File: src/rtl/tfw_wavegen_regs.vh
// Register map, field positions, reset values and mode codes of the timer wave generator.
`ifndef TFW_WAVEGEN_REGS_VH
`define TFW_WAVEGEN_REGS_VH

// ----------------------------------------------------------------
// Register byte offsets
// ----------------------------------------------------------------
`define TFW_OFS_CTRL 5'h00
`define TFW_OFS_COUNT 5'h04
`define TFW_OFS_CMPA 5'h08
`define TFW_OFS_CMPB 5'h0C
`define TFW_OFS_CAPTOP 5'h10
`define TFW_OFS_FLAGS 5'h14
`define TFW_OFS_STATUS 5'h18

// ----------------------------------------------------------------
// Control fields and reset values
// ----------------------------------------------------------------
`define TFW_CTRL_MODE_LSB 0
`define TFW_CTRL_ACTA_LSB 4
`define TFW_CTRL_ACTB_LSB 6
`define TFW_CTRL_DIRA_BIT 8
`define TFW_CTRL_DIRB_BIT 9
`define TFW_CTRL_RST 10'h000
`define TFW_CNT_RST 16'h0000
`define TFW_CMP_RST 16'h0000
`define TFW_FLAG_OVF 0
`define TFW_FLAG_CMPA 1
`define TFW_FLAG_CMPB 2
`define TFW_FLAG_CAPT 3

// ----------------------------------------------------------------
// Modes and fixed tops
// ----------------------------------------------------------------
`define TFW_MODE_CLR_A 4'h4
`define TFW_MODE_CLR_I 4'hC
`define TFW_MODE_FP8 4'h5
`define TFW_MODE_FP9 4'h6
`define TFW_MODE_FP10 4'h7
`define TFW_MODE_FP_I 4'hE
`define TFW_MODE_FP_A 4'hF
`define TFW_MODE_PC8 4'h1
`define TFW_MODE_PC9 4'h2
`define TFW_MODE_PC10 4'h3
`define TFW_MODE_PC_I 4'hA
`define TFW_MODE_PC_A 4'hB
`define TFW_TOP8 16'h00FF
`define TFW_TOP9 16'h01FF
`define TFW_TOP10 16'h03FF
`define TFW_MAX 16'hFFFF
`define TFW_BOTTOM 16'h0000

`endif

File: src/rtl/tfw_wavegen.v
// Timer wave generator: counter, compare units, output pins and Avalon-MM registers.
//
// Added by the designer: the placing of the registers and the Avalon-MM register port.
`timescale 1ns/1ns
`include "tfw_wavegen_regs.vh"

module tfw_wavegen (
	// Clock and reset
	input wire clk,
	input wire sys_rst,
	// Prescaled timer tick, one cycle wide
	input wire timer_tick,
	// Avalon-MM slave
	input wire [4:0] avs_address,
	input wire avs_read,
	input wire avs_write,
	input wire [31:0] avs_writedata,
	input wire [3:0] avs_byteenable,
	output reg [31:0] avs_readdata,
	output reg avs_waitrequest,
	// General port values used when no waveform drives the pin
	input wire port_out_a,
	input wire port_out_b,
	// Waveform pins
	output reg wave_pin_a_out,
	output reg wave_pin_a_oe_n,
	output reg wave_pin_b_out,
	output reg wave_pin_b_oe_n,
	// Event flags
	output reg overflow_flag,
	output reg compare_a_flag,
	output reg compare_b_flag,
	output reg capture_flag
);

	// Overview of the block.
	// The counter, the compare matches and the flag sets all happen only at an edge where
	// timer_tick is high, so the prescaler alone sets the waveform rate.
	// The mode field picks one of three counting styles: clear on a top match,
	// single-slope fast PWM or dual-slope phase-correct PWM.
	// In the PWM modes the compare registers are double buffered and load at top.
	// In the other modes a compare write reaches the comparator at once, so
	// software that lowers top below the count must accept a full wrap first.
	// Software sees the buffer through the bus, never the active compare value.
	// Every output leaves through a flip-flop; waveform pin values and flags change at
	// the same edge as the internal state that they follow, enables one edge after the ctrl bits.

	// ----------------------------------------------------------------
	// State
	// ----------------------------------------------------------------
	reg [9:0] ctrl;
	reg [15:0] counter_value;
	reg count_up;
	reg [15:0] cmpa_buf;
	reg [15:0] cmpa_act;
	reg [15:0] cmpb_buf;
	reg [15:0] cmpb_act;
	reg [15:0] capture_top_value;
	reg wave_a;
	reg wave_b;

	// ----------------------------------------------------------------
	// Mode decode
	// ----------------------------------------------------------------
	wire [3:0] waveform_mode_select = ctrl[`TFW_CTRL_MODE_LSB +: 4];
	wire [1:0] output_a_action = ctrl[`TFW_CTRL_ACTA_LSB +: 2];
	wire [1:0] output_b_action = ctrl[`TFW_CTRL_ACTB_LSB +: 2];
	reg is_fast;
	reg is_pc;
	reg top_from_a;
	reg top_from_cap;
	reg [15:0] top;
	reg [15:0] fix_mask;

	// Top value and mode class; capture-top is read live, compare A as top is the active value, buffered in PWM modes.
	always @* begin
		is_fast = 1'b0;
		is_pc = 1'b0;
		top_from_a = 1'b0;
		top_from_cap = 1'b0;
		top = `TFW_MAX;
		fix_mask = `TFW_MAX;
		case (waveform_mode_select)
			`TFW_MODE_CLR_A: begin
				top_from_a = 1'b1;
				top = cmpa_act;
			end
			`TFW_MODE_CLR_I: begin
				top_from_cap = 1'b1;
				top = capture_top_value;
			end
			`TFW_MODE_FP8, `TFW_MODE_PC8: begin
				is_fast = (waveform_mode_select == `TFW_MODE_FP8);
				is_pc = (waveform_mode_select == `TFW_MODE_PC8);
				top = `TFW_TOP8;
				fix_mask = `TFW_TOP8;
			end
			`TFW_MODE_FP9, `TFW_MODE_PC9: begin
				is_fast = (waveform_mode_select == `TFW_MODE_FP9);
				is_pc = (waveform_mode_select == `TFW_MODE_PC9);
				top = `TFW_TOP9;
				fix_mask = `TFW_TOP9;
			end
			`TFW_MODE_FP10, `TFW_MODE_PC10: begin
				is_fast = (waveform_mode_select == `TFW_MODE_FP10);
				is_pc = (waveform_mode_select == `TFW_MODE_PC10);
				top = `TFW_TOP10;
				fix_mask = `TFW_TOP10;
			end
			`TFW_MODE_FP_I, `TFW_MODE_PC_I: begin
				is_fast = (waveform_mode_select == `TFW_MODE_FP_I);
				is_pc = (waveform_mode_select == `TFW_MODE_PC_I);
				top_from_cap = 1'b1;
				top = capture_top_value;
			end
			`TFW_MODE_FP_A, `TFW_MODE_PC_A: begin
				is_fast = (waveform_mode_select == `TFW_MODE_FP_A);
				is_pc = (waveform_mode_select == `TFW_MODE_PC_A);
				top_from_a = 1'b1;
				top = cmpa_act;
			end
			default: begin
				top = `TFW_MAX;
			end
		endcase
	end

	// ----------------------------------------------------------------
	// Compare and top detection
	// ----------------------------------------------------------------
	wire pwm = is_fast | is_pc;
	wire at_top = (counter_value == top);
	wire at_max = (counter_value == `TFW_MAX);
	wire at_bottom = (counter_value == `TFW_BOTTOM);
	wire match_a = timer_tick & (counter_value == cmpa_act);
	wire match_b = timer_tick & (counter_value == cmpb_act);
	wire fast_wrap = timer_tick & is_fast & at_top;
	wire pc_turn = timer_tick & is_pc & count_up & at_top;
	wire pc_bottom = timer_tick & is_pc & ~count_up & at_bottom;
	wire load_cmp = fast_wrap | pc_turn;
	// Channel A may toggle outside the non-PWM modes only when it defines top.
	wire tog_ok_a = ~pwm | top_from_a;
	wire tog_ok_b = ~pwm;

	// The same function serves both channels, so their rules cannot drift apart.
	// Action 0 never touches the state, which lets software preset the state
	// in one mode and carry it unchanged into another.
	// Action 1 toggles only where the caller allows it through tog_ok.
	// Next waveform state of one channel for one tick.
	function wave_next;
		input cur;
		input [1:0] act;
		input match;
		input wrap;
		input tog_ok;
		input fast;
		input pc;
		input up;
		begin
			wave_next = cur;
			if (act == 2'h0) begin
				wave_next = cur;
			end else if (act == 2'h1) begin
				if (match && tog_ok)
					wave_next = ~cur;
			end else if (fast) begin
				// Action 2 sets on a match and clears at the wrap; action 3 is the reverse.
				// Wrap wins over match, so compare equal to top holds a level.
				if (wrap)
					wave_next = (act == 2'h3);
				else if (match)
					wave_next = (act == 2'h2);
			end else if (pc) begin
				if (match)
					wave_next = (act == 2'h2) ? ~up : up;
			end else begin
				if (match)
					wave_next = (act == 2'h3);
			end
		end
	endfunction

	wire next_wave_a = wave_next(wave_a, output_a_action, match_a, fast_wrap, tog_ok_a,
		is_fast, is_pc, count_up);
	wire next_wave_b = wave_next(wave_b, output_b_action, match_b, fast_wrap, tog_ok_b,
		is_fast, is_pc, count_up);

	// ----------------------------------------------------------------
	// Bus decode
	// ----------------------------------------------------------------
	wire bus_req = avs_read | avs_write;
	wire do_write = avs_write & ~avs_waitrequest;
	wire [31:0] be_mask = {{8{avs_byteenable[3]}}, {8{avs_byteenable[2]}},
		{8{avs_byteenable[1]}}, {8{avs_byteenable[0]}}};
	wire wr_ctrl = do_write & (avs_address == `TFW_OFS_CTRL);
	wire wr_cmpa = do_write & (avs_address == `TFW_OFS_CMPA);
	wire wr_cmpb = do_write & (avs_address == `TFW_OFS_CMPB);
	wire wr_cap = do_write & (avs_address == `TFW_OFS_CAPTOP);
	wire wr_flags = do_write & (avs_address == `TFW_OFS_FLAGS);

	// Byte-lane merge of write data into an old value.
	function [15:0] merge16;
		input [15:0] old;
		input [31:0] wdata;
		input [31:0] mask;
		begin
			merge16 = (old & ~mask[15:0]) | (wdata[15:0] & mask[15:0]);
		end
	endfunction

	wire [15:0] new_cmpa = merge16(cmpa_buf, avs_writedata, be_mask) & fix_mask;
	wire [15:0] new_cmpb = merge16(cmpb_buf, avs_writedata, be_mask) & fix_mask;
	wire [15:0] new_cap = merge16(capture_top_value, avs_writedata, be_mask);
	wire [3:0] flag_clr = wr_flags ? (avs_writedata[3:0] & {4{avs_byteenable[0]}}) : 4'h0;

	// Read mux; unmapped offsets read zero.
	reg [31:0] next_readdata;
	always @* begin
		next_readdata = 32'h0000_0000;
		case (avs_address)
			`TFW_OFS_CTRL: next_readdata = {22'h00_0000, ctrl};
			`TFW_OFS_COUNT: next_readdata = {16'h0000, counter_value};
			`TFW_OFS_CMPA: next_readdata = {16'h0000, cmpa_buf};
			`TFW_OFS_CMPB: next_readdata = {16'h0000, cmpb_buf};
			`TFW_OFS_CAPTOP: next_readdata = {16'h0000, capture_top_value};
			`TFW_OFS_FLAGS: next_readdata = {28'h000_0000, capture_flag, compare_b_flag,
				compare_a_flag, overflow_flag};
			`TFW_OFS_STATUS: next_readdata = {29'h0000_0000, count_up, wave_b, wave_a};
			default: next_readdata = 32'h0000_0000;
		endcase
	end

	// ----------------------------------------------------------------
	// Bus handshake: one wait cycle, then the access completes
	// ----------------------------------------------------------------
	// The wait cycle gives the read mux a full clock before the data is shown.
	// Read data is latched in that wait cycle and holds until the next read or write.
	// Writes take effect only at the edge where waitrequest is low, so a
	// master that holds its request longer writes again at every second edge.
	always @(posedge clk) begin
		if (sys_rst) begin
			avs_waitrequest <= 1'b1;
			avs_readdata <= 32'h0000_0000;
		end else begin
			if (bus_req && avs_waitrequest) begin
				avs_waitrequest <= 1'b0;
				avs_readdata <= next_readdata;
			end else begin
				avs_waitrequest <= 1'b1;
			end
		end
	end

	// ----------------------------------------------------------------
	// Control and compare registers
	// ----------------------------------------------------------------
	always @(posedge clk) begin
		if (sys_rst) begin
			ctrl <= `TFW_CTRL_RST;
			cmpa_buf <= `TFW_CMP_RST;
			cmpa_act <= `TFW_CMP_RST;
			cmpb_buf <= `TFW_CMP_RST;
			cmpb_act <= `TFW_CMP_RST;
			capture_top_value <= `TFW_CMP_RST;
		end else begin
			if (wr_ctrl)
				ctrl <= (ctrl & ~be_mask[9:0]) | (avs_writedata[9:0] & be_mask[9:0]);
			if (wr_cap)
				capture_top_value <= new_cap;
			if (wr_cmpa)
				cmpa_buf <= new_cmpa;
			if (wr_cmpb)
				cmpb_buf <= new_cmpb;
			// PWM modes load the active compare at top; other modes write through.
			if (pwm) begin
				if (load_cmp) begin
					cmpa_act <= cmpa_buf;
					cmpb_act <= cmpb_buf;
				end
			end else begin
				if (wr_cmpa)
					cmpa_act <= new_cmpa;
				if (wr_cmpb)
					cmpb_act <= new_cmpb;
			end
		end
	end

	// ----------------------------------------------------------------
	// Counter
	// ----------------------------------------------------------------
	// The counter only moves on a tick, so a stopped prescaler freezes it.
	// Single-slope modes clear at top; a top that is already passed is missed,
	// and the count then runs through 0xFFFF before it can match again.
	// Dual-slope modes turn at top and at bottom, each end held for one tick.
	// count_up is forced high at each tick in single-slope modes, so that a later switch
	// to a dual-slope mode after at least one such tick starts on the rising slope.
	always @(posedge clk) begin
		if (sys_rst) begin
			counter_value <= `TFW_CNT_RST;
			count_up <= 1'b1;
		end else if (timer_tick) begin
			if (is_pc) begin
				if (count_up && at_top) begin
					count_up <= 1'b0;
					counter_value <= counter_value - 16'h0001;
				end else if (!count_up && at_bottom) begin
					count_up <= 1'b1;
					counter_value <= counter_value + 16'h0001;
				end else if (count_up) begin
					counter_value <= counter_value + 16'h0001;
				end else begin
					counter_value <= counter_value - 16'h0001;
				end
			end else begin
				count_up <= 1'b1;
				// A top below the count is missed and the count wraps past 0xFFFF.
				if (at_top)
					counter_value <= `TFW_BOTTOM;
				else
					counter_value <= counter_value + 16'h0001;
			end
		end
	end

	// ----------------------------------------------------------------
	// Flags: a set in the same cycle as a clear wins
	// ----------------------------------------------------------------
	// Letting the set win means an event is never lost to a late clear.
	// Overflow follows the wrap in fast PWM, the bottom turn in phase-correct
	// PWM, and the roll from 0xFFFF in every other mode.
	// The capture flag marks top only in the modes where capture-top defines it.
	wire set_ovf = is_fast ? fast_wrap : (is_pc ? pc_bottom : (timer_tick & at_max));
	wire set_cap = timer_tick & top_from_cap & at_top & (~is_pc | count_up);

	always @(posedge clk) begin
		if (sys_rst) begin
			overflow_flag <= 1'b0;
			compare_a_flag <= 1'b0;
			compare_b_flag <= 1'b0;
			capture_flag <= 1'b0;
		end else begin
			overflow_flag <= set_ovf | (overflow_flag & ~flag_clr[`TFW_FLAG_OVF]);
			compare_a_flag <= match_a | (compare_a_flag & ~flag_clr[`TFW_FLAG_CMPA]);
			compare_b_flag <= match_b | (compare_b_flag & ~flag_clr[`TFW_FLAG_CMPB]);
			capture_flag <= set_cap | (capture_flag & ~flag_clr[`TFW_FLAG_CAPT]);
		end
	end

	// ----------------------------------------------------------------
	// Waveform state and pins
	// ----------------------------------------------------------------
	// The pin shows the next state at the same edge as the internal state.
	// The enable follows the direction bit only, whatever the action field holds.
	// A released pin is left to the board, which pulls it to a known level.
	always @(posedge clk) begin
		if (sys_rst) begin
			wave_a <= 1'b0;
			wave_b <= 1'b0;
			wave_pin_a_out <= 1'b0;
			wave_pin_b_out <= 1'b0;
			wave_pin_a_oe_n <= 1'b1;
			wave_pin_b_oe_n <= 1'b1;
		end else begin
			wave_a <= next_wave_a;
			wave_b <= next_wave_b;
			// A nonzero action hands the pin value to the waveform.
			wave_pin_a_out <= (output_a_action != 2'h0) ? next_wave_a : port_out_a;
			wave_pin_b_out <= (output_b_action != 2'h0) ? next_wave_b : port_out_b;
			wave_pin_a_oe_n <= ~ctrl[`TFW_CTRL_DIRA_BIT];
			wave_pin_b_oe_n <= ~ctrl[`TFW_CTRL_DIRB_BIT];
		end
	end

endmodule // tfw_wavegen

File: config.mk
export PLATFORM = sky130hd
export DESIGN_NAME = tfw_wavegen
export DESIGN_NICKNAME = d
export VERILOG_FILES = /design/src/rtl/tfw_wavegen.v
export VERILOG_INCLUDE_DIRS = /design/src /design/src/rtl
export SDC_FILE = /design/constraint.sdc
export NUM_CORES = 1
export LEC_CHECK = 0
export BUFFER_PORTS_ARGS = -buffer_cell sky130_fd_sc_hd__buf_2
export CAP_MARGIN = 25
export CELL_PAD_IN_SITES_DETAIL_PLACEMENT = 1
export CELL_PAD_IN_SITES_GLOBAL_PLACEMENT = 2
export CORE_MARGIN = 10
export CORE_UTILIZATION = 31
export CTS_CLUSTER_DIAMETER = 100
export CTS_CLUSTER_SIZE = 8
export DETAILED_ROUTE_END_ITERATION = 8
export PLACE_DENSITY = 0.83
export SKIP_LAST_GASP = 1
export SLEW_MARGIN = 20
export SYNTH_ARGS = -nofsm -noshare
export SYNTH_HDL_FRONTEND = slang
export SYNTH_SLANG_ARGS = --single-unit
File: constraint.sdc
create_clock -name clk -period 3.2 [get_ports clk]
set_input_delay 0.16 -clock clk [delete_from_list [all_inputs] [get_ports clk]]
set_output_delay 0.16 -clock clk [all_outputs]
set_load 0.005 [all_outputs]
# Yosys cells after proc, flatten, opt, wreduce, memory -nomap -nowiden
# Index checks and enable logic that the tools add are counted.
# classes
n_addsub	2
eq_ne	30
n_mux	47
bitwise_logic	59
reduce_logical	24
# ops
cell	n
$mux W16	11
$pmux W16 S7	1
$and A16 B16 Y16	6
$pmux W16 S5	1
$eq A16 B16 Y1	3
$or A16 B16 Y16	3
$pmux W16 S3	1
$mux W1	30
$and A1 B1 Y1	23
$and A10 B10 Y10	2
$eq A4 B4 Y1 const B	5
$add A16 B1 Y16 const B	1
$eq A16 B16 Y1 const B	1
$eq A4 B3 Y1 const B	4
$logic_not A16 Y1	1
$not A16 Y16	1
$sub A16 B1 Y16 const B	1
$eq A5 B5 Y1 const B	3
$not A1 Y1	12
$eq A5 B4 Y1 const B	2
$not A10 Y10	1
$or A10 B10 Y10	1
$pmux W1 S5	2
$reduce_or A2 Y1	5
other kinds (17)	41
# totals
reg_bits	150
inputBits	48
output_inout_bits	41
wordCells	182

# Depth between registers and ports, before layout
# Gate-level depths: netlist of run 1.
# logic_depth
ltp_word	11
ltp_mapped	13

# Worst setup path before layout of run 1
# No wires, ideal clock.
# synth_timing
path_kind	flip-flop to flip-flop
startpoint	register (tool-made name)
endpoint	register counter_value[9]
t_arrival_ns	3.238
required_ns	3.125
slack_ns	-0.113
stages_incl_launch_ff	13
path_buffers	4
synth_period_minus_slack_ns	3.313
path_cell_list	dfxtp_1 > buf_6 > or4b_1 > clkbuf_1 > a21oi_1 > mux2_2 > a2111oi_1 > or3b_1 > o21a_1 > buf_2 > buf_2 > a211o_1 > a31oi_1
# synth_rtl
item	line	rtl
end signal: assignment	tfw_wavegen.v:300	counter_value <= `TFW_CNT_RST;
end signal: assignment	tfw_wavegen.v:306	counter_value <= counter_value - 16'h0001;
end signal: assignment	tfw_wavegen.v:309	counter_value <= counter_value + 16'h0001;
end: declaration	tfw_wavegen.v:52	reg [15:0] counter_value;

==> out/results.txt, run 1 <==
TritonCTS Sinks - 134
Avg Inst Size Synth - 7.76 um^2
Routed vias/inst - 5.81
MaxCap Viol Count - 0
ANT nets after route - 0
DRC Markers - 0
YS warnings - 0
Routed WL - 33800 um
Placed cell area - 0.00903 mm^2
Tmin final - 3360 ps
Measured slew at the worst slew-check pin - 888 ps
Filler instances - 3016
CP required - 3540 ps
Number of synthesized flops with an enable pin - 0
Die height - 181 um
Setup Viol. Count Final - 44
Post-synthesis compound-gate area fraction - 0.262
CTS tree - built
Share of cell area taken by muxes after synthesis - 0.0544
Max FO, Critical Path - 8
Hold Vio Cnt, Final - 0
DIE AREA - 0.0328 mm^2
Initial Util - 0.318
Max incr delay on CP - 550 ps
Crit end category - register
Via count - 8594
Number of top-level pins - 89
Simple-gate area share of the yosys netlist - 0.229
HP Class - input port to register
CP Cell Sequence - buf_6 > nor3_4 > o21ai_0 > and3_1 > or4_4 > or4_4 > or3_4 > buf_6 > o22ai_4 > buf_6 > buf_12 > nor2_1 > a211oi_1
R2R setup slack - -160 ps
Main combinational cell family by area after synthesis - compound AO/OA/AOI/OAI gates
Layout Utilization - 0.409
Routed wire length per instance - 22.8 um
Synth Instances - 1037
Vias in the first global route - 8789
Sum Neg Setup Slack - -3320 ps
CP Capture Point - cmpa_act[6]
Post-synthesis adder-cell area fraction - 0.00311
First-pass GRT wire length - 51200 um
Post-Syn Area - 0.00805 mm^2
Status - finished, violations left
Max Slew Vio Count - 0
Post-DP HPWL - 23000 um
Setup crit start kind - register
Largest area contributor in the netlist - dfxtp_1
Clk buf depth - 2
Layout area overhead - 28.7%
Asr flop ratio synth - 0
Top area cells in the synthesized netlist - dfxtp_1, a21oi_1, nor2_1, mux2i_1, nand2_1
Pre-CTS WS - -270 ps
Gpl congestion - 0.914
Setup WS post-layout - -156 ps
Area share of the largest cell type after synthesis - 0.333
Post-synthesis register bit count - 134
Worst endpoint data arrival time - 3700 ps
Largest net degree at the start of global routing - 70
Nets - 1187
Num rows - 58
Global route overflow - 0
Cell count of the worst reg-to-reg path - 13
Slew margin rel. - 0.408
Reg clk slew, reported paths - 70 ps
Die X-Extent - 181 um
Worst Setup Path Type - register to register
Max VDD drop - 0.256 mV
Prevailing post-synth register cell - dfxtp_1
Pwr Total - 0.00430 W
Pre-antenna DRT Iters - 7
Drt initial violations - 746
Share of cells above drive strength 1 - 0.262
RSZ-0062 raised after global routing - true
Slowest-stage cell, CP - or4_4
Worst Skew - 18.2 ps
Root buf cell - clkbuf_16
Initial antenna violation count - 0
Num CTS Buffers - 17
Post-synthesis sequential area ratio - 0.333
# diodes - 0
Clk Latency, worst-skew pair - 440 ps
Critical Path Most Common Cell - buf_6
Pleak - 3.86 nW
Buffers on Ports - 54
Overall Global Routing Usage - 0.195
Xor/xnor share of the synthesized area - 0.0414
Synth cell types - 76
Pwr dens - 415 mW/mm^2
Violated checks - negative setup slack
R2r endpoint - cmpa_act[6]
FMAX - 298 MHz
Post-Layout Inst Area - 0.0104 mm^2
Post-route clock period utilization - 1.05
Core area - 0.0253 mm^2
Htree depth - 4
## placed cells by master, fill, tap and decap left out, types with 13 or more instances in the layout
cell type and n:
a211oi_1 15, a211oi_2 22, a21oi_1 111, a222oi_1 16
a22oi_1 24, a31oi_1 21, and3_1 22, buf_2 53
buf_4 91, buf_6 20, clkbuf_16 17, conb_1 16
dfxtp_1 131, inv_1 21, mux2i_1 36, nand2_1 77
nand3_1 39, nor2_1 121, nor2b_1 13, nor3_1 22
o21ai_0 21, xnor2_1 24, xor2_1 14
## cell families (layout without fill, tap and decap cells)
logic type | Yosys count | in the layout
other cells | 1 | 16
compound gates | 309 | 309
xor+xnor | 38 | 38
mux | 43 | 43
fa+ha+maj | 2 | 2
flops | 134 | 134
simple gates | 382 | 382
buf+inv | 128 | 226
## power by group
group,leakage (nW),switching (W),total [W],internal [W]
Clock,0.323,0.000920,0.00226,0.00134
Combinational,2.45,0.000233,0.000342,0.000109
Sequential,1.08,0.0000134,0.00169,0.00168
## worst min-delay path by stage
stage	start	end	slack, ps	cells past startpoint
floorplan	avs_writedata[13]	register	300	2
global placement	register	wave_pin_a_oe_n	380	1
detailed placement	register	wave_pin_b_oe_n	390	1
CTS	avs_writedata[15]	register	2	3
global route	avs_writedata[7]	cmpa_buf[7]	20	3
finish	avs_writedata[15]	register	10	3
## critical path, delay by kind of cell (launching register included)
family | cells | cell delay, ps
and+or+nand+nor | 6 | 1830
buffers and inverters | 4 | 520
AOI/OAI and AO/OA | 3 | 510
DFF | 1 | 380
## through the flow
step                instances  hold WS, ps
floorplan                1052          304
global placement         1423          384
detailed placement       1423          389
CTS                      1474         1.99
global route             1480         17.1
finish                   1480         10.1
## layout make-up
cell class	instances	area [um^2]	share of cell area
Multi-Input combinational cell	790	5170	0.499
Sequential cell	134	2690	0.260
Timing Repair Buffer	173	1350	0.130
Clock buffer	17	425	0.0411
Tap cell	330	413	0.0399
Clock inverter	15	234	0.0226
Inverter	21	78.8	0.00761
## synth_stat cells, drive strengths merged (4+ instances only)
master   count
dfxtp      134
nor2       132
a21oi      123
nand2       77
clkbuf      67
nand3       41
buf         40
a211oi      37
mux2i       37
o21ai       31
nor3        29
a22oi       25
xnor2       24
a31oi       22
and3        22
inv         21
a222oi      16
xor2        14
nor2b       13
or3         11
nor4        10
and2         9
mux2         6
nand2b       6
nand4        6
a22o         5
o21a         5
o2bb2ai      5
or2          5
or4          5
o31ai        4
## per-layer routing
metal / GRT usage / wire length, um / up-vias
met3: 0.0362 / 1920 / 56
met2: 0.324 / 16400 / 295
met4: 0.0758 / 810 / 0
met1: 0.245 / 14700 / 4295
met5: 0 / 0 / -
li1: - / - / 3948
## what timing repair did
action                     CTS  global route
cloned                       5             0
resized for setup           46            66
pin swaps                   25            39
setup endpoints to repair   53            52
hold endpoints to repair     2             0
hold buffers                 1             0
buffers inserted            13            11
No activity file was read; power rests on OpenSTA's default activity.
==> inputs of run 2 (changes only) <==
- clock period: 3.2 -> 2.86 ns (I/O delays scaled with it)
==> run 2 against run 1 <==
Effect of this change: the flow finishes with violations (negative hold slack, negative setup slack); global-route usage grew 0.16 points; count of clock-buffer cells in the layout unchanged; sequential share of layout area shrank 0.44 points; via count up 1.1%.
==> out/results.txt, run 2 (same netlist as run 1, synthesis figures left out) <==
Vias in the first global route - 8859
Pleak - 4.01 nW
Max Slew Vio Count - 0
Num rows - 58
Hold WS - -3.53 ps
Global route overflow - 0
Reg clk slew, reported paths - 70 ps
Pwr dens - 443 mW/mm^2
DRC Markers - 0
Post-Layout Inst Area - 0.0105 mm^2
Layout area overhead - 31.0%
Worst endpoint data arrival time - 3750 ps
Post-route clock period utilization - 1.19
Violated checks - negative hold slack, negative setup slack
Setup crit start kind - register
CP Cell Sequence - buf_6 > nor3_4 > o21ai_1 > and3_1 > or4_4 > or4_4 > or3_4 > buf_6 > o22ai_4 > buf_12 > clkbuf_16 > nor2_1 > a211oi_1
Filler instances - 3024
Measured slew at the worst slew-check pin - 881 ps
Via count - 8690
Routed vias/inst - 5.75
FMAX - 294 MHz
Setup WS post-layout - -539 ps
Footprint of the multi-input gates - 0.00511 mm^2
Buffers on Ports - 54
Core area - 0.0253 mm^2
Root buf cell - clkbuf_16
Number of top-level pins - 89
Setup Viol. Count Final - 53
Status - finished, violations left
R2R setup slack - -540 ps
Max VDD drop - 0.267 mV
Cell count of the worst reg-to-reg path - 13
Top Metal Used - met4
# diodes - 0
Nets - 1220
RSZ-0062 raised after global routing - true
Commonest non-fill, non-tap cell in the layout - dfxtp_1
CTS tree - built
Slowest-stage cell, CP - or4_4
Layout Utilization - 0.416
CP delay by family, top - simple AND/OR/NAND/NOR gates
Die X-Extent - 181 um
Sequential Area - 0.00269 mm^2
ANT nets after route - 0
Worst path buffer plus inverter count - 4
Die height - 181 um
Wl on met1 - 15300 um
First-pass GRT wire length - 52100 um
Share of cells above drive strength 1 - 0.273
Post-DP HPWL - 23400 um
Worst Setup Path Type - register to register
HP Class - input port to register
Pre-antenna DRT Iters - 5
Metal2 WL - 16400 um
Gpl congestion - 0.877
Clk Latency, worst-skew pair - 450 ps
Crit end category - register
Htree depth - 4
Drt initial violations - 780
Max incr delay on CP - 530 ps
R2r endpoint - cmpa_act[9]
Slew margin rel. - 0.413
Placed cell area - 0.00934 mm^2
CP Depth - 13
DIE AREA - 0.0328 mm^2
Max FO, Critical Path - 7
Routed wire length per instance - 22.6 um
CP required - 3210 ps
Hold Vio Cnt, Final - 1
Most frequent cells in the layout - dfxtp_1, buf_4, a21oi_1, nor2_1, nand2_1
Worst Skew - 14.7 ps
Pwr Total - 0.00467 W
Num CTS Buffers - 17
Initial antenna violation count - 0
Tmin final - 3400 ps
MaxCap Viol Count - 0
Clk buf depth - 2
Largest net degree at the start of global routing - 127
Initial Util - 0.318
Overall Global Routing Usage - 0.197
Metal3 WL - 1470 um
CP Capture Point - cmpa_act[9]
TritonCTS Sinks - 134
Routed WL - 34100 um
## run 2: changes by cell type in the layout (fill, tap and decap cells not counted), moves of 3 or more
cell | previous run | this run
buf_6 | 20 | 7
nor2_1 | 121 | 112
buf_12 | 4 | 11
dlygate4sd3_1 | 1 | 5
inv_6 | 3 | 7
o21ai_1 | 9 | 6
a21oi_1 | 111 | 114
buf_4 | 91 | 127
nor2_2 | 5 | 11
a21oi_2 | 11 | 7
nor2_4 | 6 | 9
inv_8 | 4 | 1
nor3_1 | 22 | 25
## run 2: worst min-delay path: stages
cell and delay, ps:
buf_2 120, mux2i_1 70, nor2_1 70
## run 2: area by class of cell
class,instances,share of cell area
Tap cell,330,0.0392
Sequential cell,134,0.255
Clock inverter,14,0.0176
Clock buffer,17,0.0404
Timing Repair Buffer,206,0.155
Multi-Input combinational cell,790,0.485
Inverter,21,0.00748
## run 2: power breakdown
group | internal, W | switching [W]
Clock | 0.00139 | 0.000987
Sequential | 0.00188 | 0.0000134
Combinational | 0.000137 | 0.000262
Total | 0.00341 | 0.00126
## run 2: how the worst min path moves through the flow
stage,start,end,slack (ps),depth (start not counted)
finish,avs_writedata[10],register,-4,3
global route,avs_writedata[4],cmpa_buf[4],20,3
CTS,avs_writedata[15],register,3,3
detailed placement,register,wave_pin_b_oe_n,380,1
global placement,register,wave_pin_a_oe_n,390,1
floorplan,avs_writedata[13],register,290,2
## run 2: what timing repair did
| action | 4_1_cts | 5_1_grt |
|---|---|---|
| endpoints found under the setup margin | 55 | 55 |
| hold buffers | 5 | 0 |
| buffers inserted | 19 | 5 |
| gates resized for setup | 56 | 31 |
| pin swaps | 24 | 19 |
| endpoints found under the hold margin | 7 | 0 |
| gates cloned | 4 | 2 |
## run 2: layer usage
metal	GRT usage	up-vias
li1	-	3998
met1	0.256	4357
met2	0.330	268
met3	0.0266	67
met4	0.0605	0
met5	0	-
## run 2: through the flow
stage               setup slack (ps)  hold slack, ps  instances  TNS [ps]
floorplan                       -336             287       1052    -12770
global placement                -451             388       1454    -18780
detailed placement              -575             385       1454    -23790
CTS                             -482            2.87       1511    -20540
global route                    -602            17.2       1512    -27140
finish                          -539           -3.53       1512    -22670
